===== config.mk =====
export PLATFORM = sky130hd
export DESIGN_NAME = modem_frontend_port_config_regs
export DESIGN_NICKNAME = d
export VERILOG_FILES = /design/src/core/modem_frontend_pkg.sv /design/src/core/modem_frontend_port_config_regs.sv
export VERILOG_INCLUDE_DIRS = /design/src /design/src/core
export SDC_FILE = /design/constraint.sdc
export NUM_CORES = 1
export LEC_CHECK = 0
export ABC_AREA = 1
export BUFFER_PORTS_ARGS = -buffer_cell sky130_fd_sc_hd__buf_4
export CAP_MARGIN = 10
export CORE_ASPECT_RATIO = 1.25
export CORE_MARGIN = 2
export CORE_UTILIZATION = 55
export CTS_CLUSTER_SIZE = 40
export DETAILED_ROUTE_END_ITERATION = 10
export PLACE_DENSITY = 0.84
export SLEW_MARGIN = 20
export SYNTH_ARGS = -nofsm -noshare
export SYNTH_HDL_FRONTEND = slang
export SYNTH_SLANG_ARGS = --single-unit

===== constraint.sdc =====
create_clock -name clk_i -period 5.93 [get_ports clk_i]
set_clock_uncertainty 0.05 [all_clocks]
set_input_delay 0.593 -clock clk_i [delete_from_list [all_inputs] [get_ports clk_i]]
set_output_delay 0.593 -clock clk_i [all_outputs]
set_load 0.02 [all_outputs]

===== src/core/modem_frontend_map.svh =====
`ifndef MODEM_FRONTEND_MAP_SVH
`define MODEM_FRONTEND_MAP_SVH

// register offsets on the configuration port
`define OFS_RX_GAIN      4'h6
`define OFS_TX_SET       4'h7
`define OFS_RX_SET       4'h8
`define OFS_DIE_REV      4'hF

// reset value and writable-bit masks
`define REG_RESET        8'h00
`define GAIN_MASK        8'h3F
`define SET_MASK         8'hFD
`define RDATA_ZERO       8'h00

// field positions
`define GAIN_SRC_BIT     5
`define GAIN_CODE_HI     4
`define TX_DEMUX_BYP_BIT 0
`define TX_LSN_BIT       2
`define TX_QUIET_EN_BIT  3
`define TX_INTERP_HI     7
`define TX_INTERP_LO     4
`define RX_MUX_BYP_BIT   0
`define RX_LSN_BIT       2
`define RX_TRISTATE_BIT  3
`define CLKA_DIS_BIT     4
`define CLKB_DIS_BIT     5
`define CLKA_INV_BIT     6
`define CLKB_INV_BIT     7

// interpolation select codes
`define INTERP_BYPASS    4'h2
`define INTERP_LP4       4'h0
`define INTERP_LP2       4'h1
`define INTERP_BPADJ4    4'h4
`define INTERP_BPADJ2    4'h5
`define INTERP_BPLOW4    4'h8
`define INTERP_BPUP4     4'hC

// interpolation factors, clock half periods in cycles of clk_i
`define K_ONE            4'h1
`define K_TWO            4'h2
`define K_FOUR           4'h4
`define RX_CLK_HALF      4'h2
`define CNT_ONE          4'h1
`define CNT_ZERO         4'h0

// gain arithmetic, in dB except the gain code threshold and divisor
`define GAIN_MIN_DB      8'shFA
`define GAIN_STEP_DB     8'sh02
`define COARSE_STEP_DB   8'sh06
`define COARSE_OFS_DB    8'sh0C
`define COARSE_HI_DB     8'sh18
`define COARSE_WB_DB     8'sh12
`define FINE_WB_DB       8'sh0C
`define GAIN_CODE_HIGH   5'h12
`define GAIN_CODE_DIV    5'h03

`endif


===== src/core/modem_frontend_pkg.sv =====
package modem_frontend_pkg;

   // interpolation filter mode, one-hot
   typedef enum logic [6:0] {
      IM_LP4    = 7'b000_0001,
      IM_LP2    = 7'b000_0010,
      IM_BYPASS = 7'b000_0100,
      IM_BPADJ4 = 7'b000_1000,
      IM_BPADJ2 = 7'b001_0000,
      IM_BPLOW4 = 7'b010_0000,
      IM_BPUP4  = 7'b100_0000
   } interp_mode_t;

   // receive port half-word phase, one-hot
   typedef enum logic [1:0] {
      RX_FIRST  = 2'b01,
      RX_SECOND = 2'b10
   } rx_phase_t;

endpackage


===== src/core/modem_frontend_port_config_regs.sv =====
`timescale 1ns/1ps
`default_nettype none
`include "modem_frontend_map.svh"

// Overview of operation
// - gain-source set: register value sets gain
// - gain-source resets zero: pins load gain
// - codes 0x00-0x11 give -6..28 dB
// - codes 0x12-0x1F clamp 30 dB wideband
// - high codes split 18/12 or 24/fine
// - tx bit0 bypasses demux, six-bit words
// - tx sync ignored while demux bypassed
// - tx bit2 expects low nibble first
// - tx bit3 quiet pin low powers down interpolators
// - tx bits 7:4 select interpolation filter
// - demux on: tx clock 2*fdac/K
// - demux off: tx clock fdac/K
// - rx bit0 bypass outputs six MSBs
// - rx bit2 sends low half first
// - rx bit3 floats receive data outputs
// - rx bits 4/5 stop clocks low
// - rx bit6 inverts transmit clock
// - rx bit7 inverts receive clock
// - die revision read-only, writes ignored
// - wideband filter enables the 30 dB clamp
// - gain readback shows gain in effect
module modem_frontend_port_config_regs
   import modem_frontend_pkg::*;
#(
   parameter logic [7:0] DIE_REVISION = 8'h5A  // value arbitrary
) (
   input  wire logic               clk_i,
   input  wire logic               rst_n_i,
   input  wire logic [3:0]         reg_addr_i,
   input  wire logic [7:0]         reg_wdata_i,
   input  wire logic               reg_wr_i,
   output logic      [7:0]         reg_rdata_o,
   input  wire logic               wideband_rx_filter_i,
   input  wire logic               gain_strobe_i,
   input  wire logic               tx_quiet_n_i,
   input  wire logic [5:0]         tx_data_i,
   input  wire logic               tx_sync_i,
   output logic      [11:0]        tx_word_o,
   output logic                    tx_word_valid_o,
   output logic                    interp_powerdown_o,
   output interp_mode_t            interp_mode_o,
   output logic                    tx_clk_o,
   input  wire logic [11:0]        adc_word_i,
   output logic      [5:0]         rx_data_o,
   output logic                    rx_data_oe_o,
   output logic                    rx_sync_o,
   output logic                    rx_clk_o,
   output logic signed [7:0]       rx_gain_db_o,
   output logic signed [7:0]       coarse_gain_stage_db_o,
   output logic signed [7:0]       fine_gain_stage_db_o
);

   // ---------------- register state ----------------
   logic [7:0]   gain_reg,    gain_next;     // {src, code}
   logic [7:0]   tx_set_reg,  tx_set_next;   // transmit path settings
   logic [7:0]   rx_set_reg,  rx_set_next;   // receive and clock output settings
   logic [7:0]   rdata_reg,   rdata_next;    // registered read data

   // register writes, pin gain loading and read mux
   always_comb begin
      gain_next   = gain_reg;
      tx_set_next = tx_set_reg;
      rx_set_next = rx_set_reg;
      // pin-based gain load only while source bit is low
      if (!gain_reg[`GAIN_SRC_BIT] && gain_strobe_i) begin
         gain_next = {gain_reg[7:5], tx_data_i[5:1]};
      end
      if (reg_wr_i) begin
         unique case (reg_addr_i)
            `OFS_RX_GAIN: gain_next   = reg_wdata_i & `GAIN_MASK;
            `OFS_TX_SET:  tx_set_next = reg_wdata_i & `SET_MASK;
            `OFS_RX_SET:  rx_set_next = reg_wdata_i & `SET_MASK;
            default: ;                                            // revision ignored
         endcase
      end
      // readback always shows the gain in effect
      unique case (reg_addr_i)
         `OFS_RX_GAIN: rdata_next = gain_reg;
         `OFS_TX_SET:  rdata_next = tx_set_reg;
         `OFS_RX_SET:  rdata_next = rx_set_reg;
         `OFS_DIE_REV: rdata_next = DIE_REVISION;
         default:      rdata_next = `RDATA_ZERO;
      endcase
   end

   // register flops, all cleared by reset
   always_ff @(posedge clk_i) begin
      if (!rst_n_i) begin
         gain_reg   <= `REG_RESET;
         tx_set_reg <= `REG_RESET;
         rx_set_reg <= `REG_RESET;
         rdata_reg  <= `REG_RESET;
      end else begin
         gain_reg   <= gain_next;
         tx_set_reg <= tx_set_next;
         rx_set_reg <= rx_set_next;
         rdata_reg  <= rdata_next;
      end
   end

   // ---------------- gain decode ----------------
   logic [4:0]        code;          // active gain code
   logic signed [7:0] total_db;      // nominal total gain
   logic signed [7:0] coarse_db;     // coarse stage share
   logic signed [7:0] coarse_raw;    // coarse before floor
   logic signed [7:0] total_next, coarse_next, fine_next;
   logic signed [7:0] total_reg, coarse_reg, fine_reg;

   // split total gain between coarse and fine stages
   always_comb begin
      code       = gain_reg[`GAIN_CODE_HI:0];
      total_db   = `GAIN_MIN_DB + `GAIN_STEP_DB * $signed({3'h0, code});
      coarse_raw = `COARSE_STEP_DB * $signed({3'h0, code / `GAIN_CODE_DIV})
                   - `COARSE_OFS_DB;
      coarse_db  = (coarse_raw < `GAIN_MIN_DB) ? `GAIN_MIN_DB : coarse_raw;
      if (code < `GAIN_CODE_HIGH) begin
         total_next  = total_db;
         coarse_next = coarse_db;
      end else if (wideband_rx_filter_i) begin
         total_next  = `COARSE_WB_DB + `FINE_WB_DB; // 30 dB clamp
         coarse_next = `COARSE_WB_DB;
      end else begin
         total_next  = total_db;                   // 30..56 dB
         coarse_next = `COARSE_HI_DB;
      end
      fine_next = total_next - coarse_next;
   end

   // gain decode flops
   always_ff @(posedge clk_i) begin
      if (!rst_n_i) begin
         total_reg  <= `GAIN_MIN_DB;
         coarse_reg <= `GAIN_MIN_DB;
         fine_reg   <= `RDATA_ZERO;
      end else begin
         total_reg  <= total_next;
         coarse_reg <= coarse_next;
         fine_reg   <= fine_next;
      end
   end

   // ---------------- interpolation select ----------------
   interp_mode_t mode_next, mode_reg;   // decoded filter mode
   logic [3:0]   k_factor;              // interpolation factor
   logic         pd_next, pd_reg;       // interpolator power-down

   // decode filter select; unknown codes fall back to 4x low-pass
   always_comb begin
      unique case (tx_set_reg[`TX_INTERP_HI:`TX_INTERP_LO])
         `INTERP_BYPASS: mode_next = IM_BYPASS;
         `INTERP_LP2:    mode_next = IM_LP2;
         `INTERP_BPADJ4: mode_next = IM_BPADJ4;
         `INTERP_BPADJ2: mode_next = IM_BPADJ2;
         `INTERP_BPLOW4: mode_next = IM_BPLOW4;
         `INTERP_BPUP4:  mode_next = IM_BPUP4;
         default:        mode_next = IM_LP4;
      endcase
      unique case (mode_next)
         IM_BYPASS:         k_factor = `K_ONE;
         IM_LP2, IM_BPADJ2: k_factor = `K_TWO;
         default:           k_factor = `K_FOUR;
      endcase
      // quiet pin only acts when enabled
      pd_next = tx_set_reg[`TX_QUIET_EN_BIT] & ~tx_quiet_n_i;
   end

   // ---------------- clock generation ----------------
   logic [3:0] half_a;                         // tx clock half period
   logic [3:0] cnt_a_reg, cnt_a_next;          // tx clock divider
   logic [3:0] cnt_b_reg, cnt_b_next;          // rx clock divider
   logic       raw_a_reg, raw_a_next;          // tx clock before gating
   logic       raw_b_reg, raw_b_next;          // rx clock before gating
   logic       clka_reg,  clka_next;           // tx clock pin
   logic       clkb_reg,  clkb_next;           // rx clock pin
   logic       rise_a, fall_b;                 // internal clock events

   // dividers: demux doubles the tx clock rate
   always_comb begin
      half_a = tx_set_reg[`TX_DEMUX_BYP_BIT] ? (k_factor << 1)
                                             : k_factor;
      cnt_a_next = cnt_a_reg + `CNT_ONE;
      raw_a_next = raw_a_reg;
      if (cnt_a_next >= half_a) begin
         cnt_a_next = `CNT_ZERO;
         raw_a_next = ~raw_a_reg;
      end
      cnt_b_next = cnt_b_reg + `CNT_ONE;
      raw_b_next = raw_b_reg;
      if (cnt_b_next >= `RX_CLK_HALF) begin
         cnt_b_next = `CNT_ZERO;
         raw_b_next = ~raw_b_reg;
      end
      rise_a = raw_a_next & ~raw_a_reg;
      fall_b = ~raw_b_next & raw_b_reg;
      // disable holds low, else optional inversion
      clka_next = rx_set_reg[`CLKA_DIS_BIT] ? 1'b0
                : raw_a_next ^ rx_set_reg[`CLKA_INV_BIT];
      clkb_next = rx_set_reg[`CLKB_DIS_BIT] ? 1'b0
                : raw_b_next ^ rx_set_reg[`CLKB_INV_BIT];
   end

   // ---------------- transmit port ----------------
   logic [5:0]  first_reg,  first_next;    // held first nibble
   logic        have_reg,   have_next;     // first nibble captured
   logic [11:0] txw_reg,    txw_next;      // assembled word
   logic        txv_reg,    txv_next;      // word strobe

   // assemble words on each tx clock rising edge
   always_comb begin
      first_next = first_reg;
      have_next  = have_reg;
      txw_next   = txw_reg;
      txv_next   = 1'b0;
      if (rise_a) begin
         if (tx_set_reg[`TX_DEMUX_BYP_BIT]) begin
            txw_next  = {tx_data_i, 6'h00};  // sync not looked at
            txv_next  = 1'b1;
            have_next = 1'b0;
         end else if (tx_sync_i || !have_reg) begin
            first_next = tx_data_i;          // sync marks the first nibble
            have_next  = 1'b1;
         end else begin
            txw_next  = tx_set_reg[`TX_LSN_BIT] ? {tx_data_i, first_reg}
                                                : {first_reg, tx_data_i};
            txv_next  = 1'b1;
            have_next = 1'b0;
         end
      end
   end

   // ---------------- receive port ----------------
   rx_phase_t   ph_reg,   ph_next;     // half-word phase
   logic [11:0] adc_reg,  adc_next;    // word being sent
   logic [5:0]  rxd_reg,  rxd_next;    // rx data pins
   logic        rxs_reg,  rxs_next;    // rx sync pin
   logic        oe_reg,   oe_next;     // rx data enable

   // update rx data on the falling edge so the partner samples on rise
   always_comb begin
      ph_next  = ph_reg;
      adc_next = adc_reg;
      rxd_next = rxd_reg;
      rxs_next = rxs_reg;
      oe_next  = ~rx_set_reg[`RX_TRISTATE_BIT];
      if (fall_b) begin
         if (rx_set_reg[`RX_MUX_BYP_BIT]) begin
            rxd_next = adc_word_i[11:6];
            rxs_next = 1'b1;
            ph_next  = RX_FIRST;
         end else begin
            unique case (ph_reg)
               RX_FIRST: begin
                  adc_next = adc_word_i;
                  rxd_next = rx_set_reg[`RX_LSN_BIT] ? adc_word_i[5:0]
                                                     : adc_word_i[11:6];
                  rxs_next = 1'b1;
                  ph_next  = RX_SECOND;
               end
               RX_SECOND: begin
                  rxd_next = rx_set_reg[`RX_LSN_BIT] ? adc_reg[11:6]
                                                     : adc_reg[5:0];
                  rxs_next = 1'b0;
                  ph_next  = RX_FIRST;
               end
            endcase
         end
      end
   end

   // datapath and clock flops
   always_ff @(posedge clk_i) begin
      if (!rst_n_i) begin
         mode_reg  <= IM_LP4;
         pd_reg    <= 1'b0;
         cnt_a_reg <= `CNT_ZERO;
         cnt_b_reg <= `CNT_ZERO;
         raw_a_reg <= 1'b0;
         raw_b_reg <= 1'b0;
         clka_reg  <= 1'b0;
         clkb_reg  <= 1'b0;
         first_reg <= 6'h00;
         have_reg  <= 1'b0;
         txw_reg   <= 12'h000;
         txv_reg   <= 1'b0;
         ph_reg    <= RX_FIRST;
         adc_reg   <= 12'h000;
         rxd_reg   <= 6'h00;
         rxs_reg   <= 1'b0;
         oe_reg    <= 1'b0;
      end else begin
         mode_reg  <= mode_next;
         pd_reg    <= pd_next;
         cnt_a_reg <= cnt_a_next;
         cnt_b_reg <= cnt_b_next;
         raw_a_reg <= raw_a_next;
         raw_b_reg <= raw_b_next;
         clka_reg  <= clka_next;
         clkb_reg  <= clkb_next;
         first_reg <= first_next;
         have_reg  <= have_next;
         txw_reg   <= txw_next;
         txv_reg   <= txv_next;
         ph_reg    <= ph_next;
         adc_reg   <= adc_next;
         rxd_reg   <= rxd_next;
         rxs_reg   <= rxs_next;
         oe_reg    <= oe_next;
      end
   end

   // outputs straight from flops
   assign reg_rdata_o            = rdata_reg;
   assign rx_gain_db_o           = total_reg;
   assign coarse_gain_stage_db_o = coarse_reg;
   assign fine_gain_stage_db_o   = fine_reg;
   assign interp_mode_o          = mode_reg;
   assign interp_powerdown_o     = pd_reg;
   assign tx_clk_o               = clka_reg;
   assign rx_clk_o               = clkb_reg;
   assign tx_word_o              = txw_reg;
   assign tx_word_valid_o        = txv_reg;
   assign rx_data_o              = rxd_reg;
   assign rx_sync_o              = rxs_reg;
   assign rx_data_oe_o           = oe_reg;

endmodule

`default_nettype wire


## After elaboration in Yosys (flattened, before gate mapping)

Cells that the tools add are included.

- Word-level logic and storage cells: 108
- Flip-flop bits (word level): 116
- Input bits: 37
- Output and inout bits: 63

- $add $sub $neg: 5
- Eq/ne operators: 16
- Order comparisons: 4
- $mul: 1
- Div/mod/pow operators: 1
- Reduce and logical (&&, ||, !) cells: 15
- Bitwise gates (word level): 13
- Multiplexer cells: 29

Operator list:

| kind | count |
|---|---|
| $mux 8 | 6 |
| $pmux 7 s6 | 1 |
| $mux 12 | 3 |
| $pmux 8 s4 | 1 |
| $mux 6 | 3 |
| $eq 4x3->1 const B | 4 |
| $eq 4x4->1 const B | 4 |
| $pmux 6 s2 | 1 |
| $reduce_or 2->1 | 5 |
| $add 4x1->4 const B | 2 |
| $add 4x7->8 const A | 1 |
| $lt 8x4->1 const B | 1 |
| $mux 4 | 2 |
| $not 1->1 | 8 |
| $reduce_and 2->1 | 4 |
| $sub 8x5->8 const B | 1 |
| $sub 8x8->8 | 1 |
| $eq 7x2->1 const B | 1 |
| $eq 7x3->1 const B | 1 |
| $eq 7x5->1 const B | 1 |
| $mul 2x5->7 const A | 1 |
| $mux 1 | 7 |
| $pmux 3 s2 | 1 |
| $reduce_and 3->1 | 2 |
| 18 further kinds | 22 |

## Logic depth before layout (Yosys ltp)

- Depth after elaboration: 10
- Depth in mapped cells: 38
- Depth with buffers taken out: 38

## Worst setup path after synthesis

No wires, ideal clock.

- Path kind: reg2reg
- Start point: reg gain_reg[3]
- End point: reg fine_reg[7], in the netlist fine_gain_stage_db_o[7]
- Data required time: 5,810 ps
- Arrival time: 4,816 ps
- Period minus slack after synthesis: 4,936 ps
- Cell stages (with the launch flop): 36
- Setup slack: 994 ps
- Buffers on the path: 1
- Setup time: 70 ps
- Cells stage by stage: dfxtp_1 > dlygate4sd1_1 > ha_1 > inv_1 > nand2_4 > nand2_4 > nand2_2 > nand2_2 > nand2_1 > inv_1 > ha_1 > a21oi_1 > nand3_1 > nand2_2 > inv_1 > ha_1 > fa_1 > xor2_1 > a21oi_1 > nand3_1 > nor2_1 > nand2_1 > ha_1 > nor2_4 > nand2_1 > nand2_1 > inv_1 > ha_1 > inv_1 > fa_1 > nand3_1 > nand3b_1 > a21o_1 > a21oi_1 > o21ai_0 > a21oi_1

- Word-level cells in the longest chain between the ends: 7
- Elaborated cells between the ends (all ways): 11
- Classes of those cells: add/sub (3); mul (1); div (1); order compare (2); mux (4)

Ends and longest elaborated chain:

| what | line | source |
|---|---|---|
| start, declared | modem_frontend_port_config_regs.sv:59 | `logic [7:0] gain_reg, gain_next;` |
| start signal, assigned | modem_frontend_port_config_regs.sv:94 | `` gain_reg <= `REG_RESET; `` |
| start signal, assigned | modem_frontend_port_config_regs.sv:99 | `gain_reg <= gain_next;` |
| $div 5x2->5 (no source line) | -- |  |
| $mul 2x5->7 (no source line) | -- |  |
| $sub 8x5->8 (no source line) | -- |  |
| $lt 8x4->1 (no source line) | -- |  |
| $mux 8 | modem_frontend_port_config_regs.sv:120 | `` coarse_db = (coarse_raw < `GAIN_MIN_DB) ? `GAIN_MIN_DB : coarse_raw; `` |
| $mux 8 * | modem_frontend_port_config_regs.sv:121 | `` if (code < `GAIN_CODE_HIGH) begin `` |
| net coarse_next[1] | modem_frontend_port_config_regs.sv:111 | `logic signed [7:0] total_next, coarse_next, fine_next;` |
| $sub 8x8->8 * | modem_frontend_port_config_regs.sv:131 | `fine_next = total_next - coarse_next;` |
| end signal, assigned | modem_frontend_port_config_regs.sv:139 | `` fine_reg <= `RDATA_ZERO; `` |
| end signal, assigned | modem_frontend_port_config_regs.sv:143 | `fine_reg <= fine_next;` |
| end, declared | modem_frontend_port_config_regs.sv:112 | `logic signed [7:0] total_reg, coarse_reg, fine_reg;` |

Mark *: on every way through the listed nets, which the timed path passes. The rest lies on a longest branch.
A chain may end at the register's enable or synchronous reset.

## Worst setup path after layout

- Start point: reg gain_reg[1]
- End point: reg fine_reg[7], in the netlist fine_gain_stage_db_o[7]

Same word-level chain as after synthesis.

==> results.toml <==
[routing]
wl_per_cell_um = 13.4
final_antenna_net_count = 0
dr.first_iter.drc_count = 253
remaining_drc_errors = 0
num_vias = 4770
drt_pre_antenna_iters = 5
totalWireLength_mm = 12.0
viasPerCell = 5.35

[yosys]
synth_flop_cell = "dfxtp_1"
syn_inst = 680
yosys_warnings = 0
synth_area_leaders = "dfxtp_1 (43%), o21ai_0 (7.8%), a21oi_1 (7.2%), inv_1 (7.0%), ha_1 (7.0%)"
ys_types = 42
ys_ff_latch = 111
synth.most_common_cell = "dfxtp_1"
yosysSeqAreaShare = 0.430
yosys-top-cells-count = "dfxtp_1 (111), inv_1 (97), nand2_1 (85), o21ai_0 (81), a21oi_1 (74)"
synth_top_area_frac = 0.430
synth_edf_count = 0
syn_area_um2 = 5170
syn_area_per_cell_um2 = 7.60
async_reset_ff_frac = 0
yosys.area.top_type = "dfxtp_1"

[setup_path]
regToRegSetupSlack_ns = 0.33
reg2regPathDepth = 35
critPathLaunchType = "flop"
critPathArrivalTime_ns = 5.82
critical_path_class = "flop to flop"
cpPeakStageDelay_ns = 0.52
critical-path-slowest-cell = "fa_1"
critPathRequiredTime_ns = 6.15
endpoint_kind = "flop"
r2r_start = "gain_reg[1]"
critPathMaxFanout = 8
rr_endpoint = "fine_gain_stage_db_o[7]"

[power_and_ir_drop]
powerDensity_nw_per_um2 = 352
internal-power_mw = 1.43
combPwrFrac = 0.333
leakage_nw = 2.95
ir_drop_mv = 0.173
seq_power_share = 0.415
p_switching_uw = 758
power_mw = 2.19
pwr-share-clk = 0.252
p_sw_frac = 0.347

[timing]
hold_slack_ns = 0.353
max_freq_mhz = 178
fin_crit_ns = 5.60
period_share = 0.945
setup_tns_ns = 0
hold_viol = 0
tightestPinTransition_ns = 0.841
grt_setup_unrepaired = "no"
finalSetupViolCount = 0
final_max_slew_viol_count = 0
worst_slack_ns = 0.326
slew-limit-headroom = 0.439

[worst_hold_path]
hold_class = "primary input to flop"
min_to = "interp_powerdown_o"
min_from = "tx_quiet_n_i"
min_delay_path_depth = 2

[floorplanning]
dieArea_um2 = 10200
rows = 39
initial_utilization = 0.567
die_height_um = 112
io_pins = 100
core_area_um2 = 9130
die_x_um = 90.7

[final_layout]
num-fill-cells = 743
syn_to_final_growth_pct = 20.3
drive_above_1_share = 0.178
multi_input_area_um2 = 2470
nets = 832
utilization = 0.681
n_antenna_cell = 0
seqCellArea_um2 = 2220

[clock_network]
clk_latency_ns = 0.35
cts_tree = "yes"
htree_levels = 3
clk_pin_slew_ns = 0.07
root_buffer = "clkbuf_16"
cts_buffers = 9
post_cts_buffers = 0
clockBufferDepth = 2
clkSinkCount = 111

[placement]
hpwlAfterDp_mm = 8.91
io_buffers = 96
gp_congestion = 0.866
place_ws_ns = 0.281

[status]
status = "finished, final reports clean"

[grt]
grt_usage = 0.239
grt_first_pass_wirelength_mm = 20.0
grt-ovfl-total = 0
antenna_found_initial = 0
grt_max_degree = 83
grt_pass1_vias = 4551

[flow_run]
max_cap_viol_count = 0
[worst max-delay path, delay by kind of cell, from the launching register on]
kind                       cells  cell delay, ns
DFF                            1            0.42
buffers and inverters          6            0.40
xor gates and xnor gates       1            0.18
and+or+nand+nor               15            1.35
AOI/OAI and AO/OA              5            0.80
adders and majority gates      8            2.31
[routing by layer]
metal | up-vias | routed length, µm | global-route usage
met5 | - | 0 | 0
met4 | 0 | 277 | 0.104
met3 | 22 | 712 | 0.0477
met2 | 173 | 5920 | 0.418
met1 | 2193 | 5060 | 0.283
li1 | 2382 | - | -
[cells by family after synthesis]
group / count (synthesis) / synth area share
other cells: 1 / 0.000725
xor+xnor: 10 / 0.0184
buf+inv: 127 / 0.0970
fa+ha+maj: 31 / 0.0779
compound gates: 177 / 0.182
simple gates: 223 / 0.194
flops: 111 / 0.430
[power groups by stage]
stage	clock network, mW	logic [mW]	registers [mW]
6_report	0.550	0.729	0.908
5_1_grt	0.586	0.805	0.918
3_5_place_dp	0	0.713	0.922
4_1_cts	0.557	0.719	0.906
3_3_place_gp	0	0.685	0.917
2_1_floorplan	0	0.446	0.977
[through the flow]
stage	cells	cell area, µm²
3_5_place_dp	876	5930
6_report	891	6220
2_1_floorplan	685	5190
5_1_grt	891	6220
3_3_place_gp	876	5930
4_1_cts	891	6200
[placed cells by master, fill, tap and decap left out, drive strengths merged, types with 6 or more instances in the layout]
cell / n
a21oi: 75
xor2: 6
nand2: 96
clkbuf: 9
dfxtp: 111
nor2: 65
buf: 96
inv: 99
o21ai: 87
ha: 29
conb: 6
nor3: 8
nand3: 42
[final cells by class]
type | count | area share
Clock inverter | 6 | 0.00745
Timing Repair Buffer | 96 | 0.116
Multi-Input combinational cell | 447 | 0.398
Inverter | 99 | 0.0598
Sequential cell | 111 | 0.358
Tap cell | 123 | 0.0248
Clock buffer | 9 | 0.0362
[worst max-delay path by stage]
stage,start,slack (ns),depth (start not counted),end
finish,gain_reg[1],0.33,35,fine_gain_stage_db_o[7]
global route,gain_reg[1],0.02,35,fine_gain_stage_db_o[7]
CTS,gain_reg[1],0.23,36,fine_gain_stage_db_o[7]
detailed placement,gain_reg[1],0.28,36,fine_gain_stage_db_o[7]
global placement,gain_reg[1],0.65,36,fine_gain_stage_db_o[7]
floorplan,gain_reg[3],0.99,35,fine_gain_stage_db_o[7]
[timing repair]
action	in CTS	in global routing
resized for setup	0	3
setup endpoints to repair	0	1
hold buffers	0	0
hold endpoints to repair	0	0
Power figures use the tool's default switching activity.
